`src/verilog/mra_consts.vh`:
```
// Constants for the monitor result and alert register bank.
// Assumes inclusion by bare name from design files.
`ifndef MRA_CONSTS_VH
`define MRA_CONSTS_VH
// ----------------------------------------
// Register offsets
// ----------------------------------------
`define MRA_ADDR_TEMP      8'h06
`define MRA_ADDR_CURRENT   8'h07
`define MRA_ADDR_POWER     8'h08
`define MRA_ADDR_DIAG      8'h0b
// ----------------------------------------
// Diagnostic register field positions
// ----------------------------------------
`define MRA_BIT_HOLD       15
`define MRA_BIT_RDY_EN     14
`define MRA_BIT_AVG_CMP    13
`define MRA_BIT_SENSE      12
`define MRA_BIT_OVF        9
`define MRA_BIT_TEMP_HI    7
`define MRA_BIT_SHUNT_HI   6
`define MRA_BIT_SHUNT_LO   5
`define MRA_BIT_BUS_HI     4
`define MRA_BIT_BUS_LO     3
`define MRA_BIT_PWR_HI     2
`define MRA_BIT_DONE       1
`define MRA_BIT_TRIM_OK    0
// ----------------------------------------
// Reset values
// ----------------------------------------
`define MRA_RST_DIAG       16'h0001
`define MRA_RST_RESULT     24'h000000
// ----------------------------------------
// Timing: no long counts in this block
// ----------------------------------------
`define MRA_SYNC_STAGES    2
`endif

```
`src/verilog/mra_sync.v`:
```
// Two flip-flop synchroniser for a vector of asynchronous levels.
// Assumes the inputs come from outside the core clock domain.
`timescale 1ns/1ns
`default_nettype none
module mra_sync #(
  parameter WIDTH = 1
) (
  input  wire             clk_i,
  input  wire             rst_i,
  input  wire [WIDTH-1:0] d_i,
  output reg  [WIDTH-1:0] q_o
);
  reg [WIDTH-1:0] stage1;

  always @(posedge clk_i) begin
    if (rst_i) begin
      stage1 <= {WIDTH{1'b0}};
      q_o    <= {WIDTH{1'b0}};
    end else begin
      stage1 <= d_i;
      q_o    <= stage1;
    end
  end
endmodule
`default_nettype wire

```
`src/verilog/mra_regs.v`:
```
// Result and diagnostic/alert register bank of a digital power monitor.
// Assumes a serial-interface engine on CORE_CLK_I issues single-cycle read
// and write strobes, and the measurement engine gives same-clock pulses.
// Trim checksum error arrives asynchronously and is synchronised.
`timescale 1ns/1ns
`default_nettype none
`include "mra_consts.vh"
module mra_regs #(
  parameter ADDR_W = 8
) (
  input  wire              CORE_CLK_I,
  input  wire              RESET_I,
  // Register access from the serial interface engine
  input  wire [ADDR_W-1:0] REG_ADDR_I,
  input  wire              REG_RD_I,
  input  wire              REG_WR_I,
  input  wire [15:0]       REG_WDATA_I,
  output reg  [23:0]       REG_RDATA_O,
  output reg               REG_RVALID_O,
  // Results from the arithmetic engine
  input  wire              RESULT_LOAD_I,
  input  wire [11:0]       TEMP_RESULT_I,
  input  wire [15:0]       CURRENT_RESULT_I,
  input  wire [23:0]       POWER_RESULT_I,
  input  wire              ARITH_OVERFLOW_I,
  // Comparator outcomes: raw sample strobe and averaged strobe
  input  wire              RAW_CMP_VALID_I,
  input  wire              AVG_CMP_VALID_I,
  input  wire [5:0]        CMP_VALID_MASK_I,
  input  wire [5:0]        CMP_EXCEED_I,
  input  wire              CONV_DONE_I,
  input  wire              CONV_START_I,
  input  wire              TRIM_CSUM_ERR_I,
  // Open-drain alert pin: enable low drives the pin low
  output reg               ALERT_O,
  output reg               ALERT_OE_N_O
);
  // ----------------------------------------
  // State
  // ----------------------------------------
  reg  [11:0] die_temperature_field;
  reg  [15:0] current_result;
  reg  [23:0] power_result;
  reg         alert_hold_select;
  reg         ready_to_alert_enable;
  reg         averaged_compare_select;
  reg         alert_output_sense;
  reg         arith_overflow_flag;
  reg  [5:0]  limit_flags;
  reg         conversion_done_flag;
  reg         trim_checksum_ok;
  wire        csum_err_sync;
  wire [15:0] diagnostic_alert_register;
  wire        cmp_strobe;
  wire        rd_diag;
  wire        wr_diag;
  reg  [5:0]  next_limit_flags;
  reg         next_done;
  reg         next_active;
  reg         next_hold;
  reg         next_rdy_en;
  reg         next_avg;
  reg         next_sense;
  reg         next_overflow;
  reg         next_trim_ok;
  reg         next_oe_n;
  reg  [23:0] next_rdata;
  wire        sel_temp;
  wire        sel_current;
  wire        sel_power;
  wire        sel_diag;
  wire        temp_high_flag;
  wire        shunt_high_flag;
  wire        shunt_low_flag;
  wire        bus_high_flag;
  wire        bus_low_flag;
  wire        power_high_flag;

  mra_sync #(
    .WIDTH (1)
  ) u_csum_sync (
    .clk_i (CORE_CLK_I),
    .rst_i (RESET_I),
    .d_i   (TRIM_CSUM_ERR_I),
    .q_o   (csum_err_sync)
  );

  // ----------------------------------------
  // Address decode
  // ----------------------------------------
  // One compare per register, shared by read select and strobes
  assign sel_temp    = (REG_ADDR_I == `MRA_ADDR_TEMP);
  assign sel_current = (REG_ADDR_I == `MRA_ADDR_CURRENT);
  assign sel_power   = (REG_ADDR_I == `MRA_ADDR_POWER);
  assign sel_diag    = (REG_ADDR_I == `MRA_ADDR_DIAG);
  assign rd_diag     = REG_RD_I && sel_diag;
  assign wr_diag     = REG_WR_I && sel_diag;

  // Averaged comparisons arrive later, so with averaged select set, limit alerts wait for averaging
  assign cmp_strobe = averaged_compare_select ? AVG_CMP_VALID_I : RAW_CMP_VALID_I;

  // ----------------------------------------
  // Diagnostic register view
  // ----------------------------------------
  // Named views of the flag vector, bit5 temp down to bit0 power
  assign temp_high_flag  = limit_flags[5];
  assign shunt_high_flag = limit_flags[4];
  assign shunt_low_flag  = limit_flags[3];
  assign bus_high_flag   = limit_flags[2];
  assign bus_low_flag    = limit_flags[1];
  assign power_high_flag = limit_flags[0];
  assign diagnostic_alert_register = {alert_hold_select,
                                      ready_to_alert_enable,
                                      averaged_compare_select,
                                      alert_output_sense,
                                      2'b00,
                                      arith_overflow_flag,
                                      1'b0,
                                      temp_high_flag,
                                      shunt_high_flag,
                                      shunt_low_flag,
                                      bus_high_flag,
                                      bus_low_flag,
                                      power_high_flag,
                                      conversion_done_flag,
                                      trim_checksum_ok};

  // ----------------------------------------
  // Result registers
  // ----------------------------------------
  // All three load together so a read never mixes two conversions
  always @(posedge CORE_CLK_I) begin
    if (RESET_I) begin
      die_temperature_field <= 12'h000;
      current_result        <= 16'h0000;
      power_result          <= `MRA_RST_RESULT;
    end else if (RESULT_LOAD_I) begin
      die_temperature_field <= TEMP_RESULT_I;
      current_result        <= CURRENT_RESULT_I;
      power_result          <= POWER_RESULT_I;
    end
  end

  // ----------------------------------------
  // Control field next-state
  // ----------------------------------------
  // Only bits 15-12 take host writes; flag bits are hardware owned
  always @* begin
    next_hold   = alert_hold_select;
    next_rdy_en = ready_to_alert_enable;
    next_avg    = averaged_compare_select;
    next_sense  = alert_output_sense;
    if (wr_diag) begin
      next_hold   = REG_WDATA_I[`MRA_BIT_HOLD];
      next_rdy_en = REG_WDATA_I[`MRA_BIT_RDY_EN];
      next_avg    = REG_WDATA_I[`MRA_BIT_AVG_CMP];
      next_sense  = REG_WDATA_I[`MRA_BIT_SENSE];
    end
  end

  // ----------------------------------------
  // Flag next-state
  // ----------------------------------------
  // Hardware set beats a read clear in the same cycle.
  always @* begin
    next_limit_flags = limit_flags;
    next_done        = conversion_done_flag;
    if (alert_hold_select) begin
      if (rd_diag) begin
        next_limit_flags = 6'h00;
        next_done        = 1'b0;
      end
      if (CONV_START_I)
        next_done = 1'b0;
      if (cmp_strobe)
        next_limit_flags = next_limit_flags | (CMP_EXCEED_I & CMP_VALID_MASK_I);
      if (CONV_DONE_I)
        next_done = 1'b1;
    end else begin
      // Each flag tracks only the measurements compared this time
      if (cmp_strobe)
        next_limit_flags = (limit_flags & ~CMP_VALID_MASK_I)
                         | (CMP_EXCEED_I & CMP_VALID_MASK_I);
      if (CONV_START_I)
        next_done = 1'b0;
      if (CONV_DONE_I)
        next_done = 1'b1;
    end
    next_active = (|next_limit_flags) || (ready_to_alert_enable && next_done);
  end

  // ----------------------------------------
  // Status and alert next-state
  // ----------------------------------------
  // Overflow clears only on a new conversion; a load with overflow wins
  always @* begin
    next_overflow = arith_overflow_flag;
    if (CONV_START_I)
      next_overflow = 1'b0;
    if (RESULT_LOAD_I && ARITH_OVERFLOW_I)
      next_overflow = 1'b1;
  end

  // Sticky until reset: software cannot undo a trim fault
  always @* begin
    next_trim_ok = trim_checksum_ok;
    if (csum_err_sync)
      next_trim_ok = 1'b0;
  end

  // Pin only ever pulled low; active-high sense releases when asserted.
  // Built from the next flags so the pin moves with the bit it reports.
  always @* begin
    next_oe_n = ~(next_active ^ alert_output_sense);
  end

  // ----------------------------------------
  // Diagnostic register and alert pin
  // ----------------------------------------
  always @(posedge CORE_CLK_I) begin
    if (RESET_I) begin
      alert_hold_select       <= 1'b0;
      ready_to_alert_enable   <= 1'b0;
      averaged_compare_select <= 1'b0;
      alert_output_sense      <= 1'b0;
      arith_overflow_flag     <= 1'b0;
      limit_flags             <= 6'h00;
      conversion_done_flag    <= 1'b0;
      trim_checksum_ok        <= 1'b1;
      ALERT_O                 <= 1'b0;
      ALERT_OE_N_O            <= 1'b1;
    end else begin
      alert_hold_select       <= next_hold;
      ready_to_alert_enable   <= next_rdy_en;
      averaged_compare_select <= next_avg;
      alert_output_sense      <= next_sense;
      arith_overflow_flag     <= next_overflow;
      limit_flags             <= next_limit_flags;
      conversion_done_flag    <= next_done;
      trim_checksum_ok        <= next_trim_ok;
      ALERT_O                 <= 1'b0;
      ALERT_OE_N_O            <= next_oe_n;
    end
  end

  // ----------------------------------------
  // Read data select
  // ----------------------------------------
  // Unmapped addresses read zero rather than a stale word
  always @* begin
    if (sel_temp)
      next_rdata = {8'h00, die_temperature_field, 4'h0};
    else if (sel_current)
      next_rdata = {8'h00, current_result};
    else if (sel_power)
      next_rdata = power_result;
    else if (sel_diag)
      next_rdata = {8'h00, diagnostic_alert_register};
    else
      next_rdata = 24'h000000;
  end

  // ----------------------------------------
  // Read port
  // ----------------------------------------
  always @(posedge CORE_CLK_I) begin
    if (RESET_I) begin
      REG_RDATA_O  <= 24'h000000;
      REG_RVALID_O <= 1'b0;
    end else begin
      REG_RVALID_O <= REG_RD_I;
      // Data holds between reads so a slow host can pick it up late
      if (REG_RD_I)
        REG_RDATA_O <= next_rdata;
    end
  end
endmodule
`default_nettype wire

```
`config.mk`:
```
export PLATFORM = sky130hd
export DESIGN_NAME = mra_regs
export DESIGN_NICKNAME = d
export VERILOG_FILES = /design/src/verilog/mra_sync.v /design/src/verilog/mra_regs.v
export VERILOG_INCLUDE_DIRS = /design/src /design/src/verilog
export SDC_FILE = /design/constraint.sdc
export NUM_CORES = 1
export LEC_CHECK = 0
export ABC_AREA = 1
export BUFFER_PORTS_ARGS = -buffer_cell sky130_fd_sc_hd__buf_2
export CORE_MARGIN = 10
export CORE_UTILIZATION = 46
export CTS_CLUSTER_DIAMETER = 80
export DETAILED_ROUTE_END_ITERATION = 6
export PLACE_DENSITY = 0.76
export SYNTH_ARGS = -nofsm -noshare
export SYNTH_HDL_FRONTEND = slang
export SYNTH_SLANG_ARGS = --single-unit
```
`constraint.sdc`:
```
create_clock -name CORE_CLK_I -period 1.2 [get_ports CORE_CLK_I]
set_input_delay 0.3 -clock CORE_CLK_I [delete_from_list [all_inputs] [get_ports CORE_CLK_I]]
set_output_delay 0.3 -clock CORE_CLK_I [all_outputs]
set_load 0.01 [all_outputs]
```
==> out/metrics.csv <==
metric,value,unit
Initial DRT Pass Iterations,4,
P&R area growth vs syn,31.3,%
critical path startpoint category,flip-flop,
Reg2Reg Setup Slack,-220,ps
post-route cell area,5140,µm²
most instantiated cells after synthesis,"nand2_1 (112), nor2_1 (105), dfxtp_1 (93)",
CTS buffer count,9,
number of enable flip-flop cells after synthesis,0,
Clock transition at path regs,110,ps
smallest setup slack after layout,-217,ps
grt ovf,0,
Yosys reg bits,93,
VDD IR-drop max,0.741,mV
hold depth,3,
maximum buffer depth of the clock tree,2,
largest family of logic cells by synthesized area,simple AND/OR/NAND/NOR gates,
DRC,0,
RePlAce Congestion,0.924,
dominant synthesized flop cell,dfxtp_1,
Yosys cell types,26,
number of global-route vias before repair,3904,
CP required,1460,ps
Root Driver,clkbuf_8,
row count,33,
post-detailed-route count of antenna-violating nets,0,
status,"finished, violations left",
worst skew pair latency,370,ps
Hold Path End,u_csum_sync.stage1,
DRT iter0 DRCs,327,
Avg Inst Size Synth,7.08,µm²
period utilization,118,%
Max Slew Vio Count,0,
nature of the critical path endpoint,flip-flop,
CTS H-tree depth,3,
dpl cell area,4760,µm²
num ports,126,
hold_ws,128,ps
Period minus WS final,1420,ps
most frequent cell after synthesis,nand2_1,
Worst Min Path Start,TRIM_CSUM_ERR_I,
All-Layer GR Usage,18.0,%
Port Buffer Count,112,
mux contribution to synthesized area,0,%
drt wl/cell,15.3,µm
share of post-route cells with drive strength above 1,31.6,%
Critical R2R Launch,averaged_compare_select,
CTS tree,done,
violations in the final reports,setup timing,
initial core utilization,47.4,%
die footprint,12600,µm²
Max Fclk,0.705,GHz
Yosys top cell by area,dfxtp_1,
adder-cell share of the synthesized area,0,%
Final Setup Violations,3,
Final nets,781,
core area,8260,µm²
ANT cells,0,
Critical R2R Capture,ALERT_OE_N_O,
synth top area cells,"dfxtp_1 (48%), nand2_1 (11%), o21ai_0 (10%)",
Die X,112,µm
clk sinks,93,
Placement Setup Slack,-448,ps
Synth top area share,47.5,%
Final Util,62.3,%
first-pass GRT wire length,19.0,mm
Worst R2R Path Depth,11,
Via-to-Cell Ratio,5.07,
RSZ-0062 raised after global routing,yes,
Mapped Area,3920,µm²
Synth Area in Compound Gates,18.1,%
vias post-DR,4014,
Detailed Route WL,12.1,mm
Worst Hold Class,in -> reg,
# hold bufs at CTS,0,
post-synthesis sequential area ratio,47.5,%
Final HPWL DP,8.81,mm
kind of critical path,reg -> reg,
Max Fanout on Critical Path,6,
final hold vios,0,
"Arr. time, crit path",1680,ps
total of max-cap violations,0,
"FFs w/ async S/R, synth",0,%
largest net degree at the start of global routing,59,
pwr/cell area,1180,nW/µm²
P_leak,2.44,nW
syn_nets,652,
Synth Area in XOR/XNOR,0,%
Post-Syn Instances,553,
chip height,112,µm
Ys Warns,0,
initial antenna violation count,0,
clk_skew,12.8,ps
Post-Synth Simple-Gate Area,25.8,%
==> repair_timing <==
action                                  4_1_cts  5_1_grt
pin swaps                                     0       18
gates cloned                                  0        1
gates resized for setup                       9       43
setup buffers                                 0        6
endpoints found under the setup margin        8       20
==> power by group <==
group	switching [W]	internal [W]
sequential	0.0000742	0.00324
clock	0.00123	0.000806
combinational	0.000425	0.000309
total	0.00172	0.00435
==> area by class of cell <==
| type | instances | area [µm²] |
|---|---|---|
| fill | 753 | 3120 |
| sequential | 93 | 1870 |
| multi-input combinational | 383 | 1860 |
| timing repair buffer | 149 | 887 |
| inverter | 46 | 195 |
| tap | 105 | 131 |
| clock buffer | 9 | 124 |
| clock inverter | 7 | 71.3 |
==> worst max-delay path, cell delays in order (launching register included) <==
cell and delay, ps:
dfxtp_2 350, inv_2 80, nand2_4 80, nand2_4 100
buf_4 110, nand3b_1 70, nand2_1 90, nand2_2 80
nor2_4 120, nand4_1 90, nand2_1 80, nand3_1 70
==> state kept, by name, summed over array words and instances (netlist names) <==
register,cells
ALERT_OE_N_O,1
REG_RDATA_O,24
REG_RVALID_O,1
alert_hold_select,1
alert_output_sense,1
arith_overflow_flag,1
averaged_compare_select,1
conversion_done_flag,1
current_result,16
die_temperature_field,12
limit_flags,6
power_result,24
ready_to_alert_enable,1
trim_checksum_ok,1
u_csum_sync.q_o,1
u_csum_sync.stage1,1
==> how the worst max path moves through the flow <==
stage                                end                     from  cells past startpoint
after floorplan           REG_RDATA_O[0]            REG_ADDR_I[7]                      9
after global placement    REG_RDATA_O[4]            REG_ADDR_I[7]                      8
after detailed placement  REG_RDATA_O[4]            REG_ADDR_I[7]                      8
after CTS                   ALERT_OE_N_O  averaged_compare_select                     12
after global routing        ALERT_OE_N_O  averaged_compare_select                     11
final                       ALERT_OE_N_O  averaged_compare_select                     11
==> cells by family (layout without fill, tap and decap cells) <==
group | Yosys count | in the layout
flops | 93 | 93
simple gates | 248 | 249
buf+inv | 78 | 211
compound gates | 133 | 133
other cells | 1 | 1
==> per-layer routing <==
metal / vias up / track usage, % / part of all wire, %
li1: 2031 / - / -
met1: 1795 / 23.8 / 44
met2: 173 / 28.0 / 47
met3: 15 / 4.63 / 8.2
met4: 0 / 5.50 / 1.4
met5: - / 0 / 0
==> cells in the final DEF, fill, tap and decap left out, types with 8 or more instances in the layout <==
cell	instances
a21oi_1	36
buf_2	112
o21ai_0	73
nor2_1	102
nand2_2	11
nand2_1	97
inv_2	9
dfxtp_2	8
clkbuf_8	9
inv_1	33
dfxtp_1	85
buf_4	31
nand3_1	18
==> stage by stage <==
| step | power (W) | std cells | TNS (ps) |
|---|---|---|---|
| 2_1_floorplan | 0.00373 | 553 | -664 |
| 3_3_place_gp | 0.00402 | 769 | -7710 |
| 3_5_place_dp | 0.00404 | 769 | -8380 |
| 4_1_cts | 0.00601 | 785 | -178 |
| 5_1_grt | 0.00630 | 792 | -1320 |
| 6_report | 0.00608 | 792 | -286 |
Power figures use the tool's default switching activity.
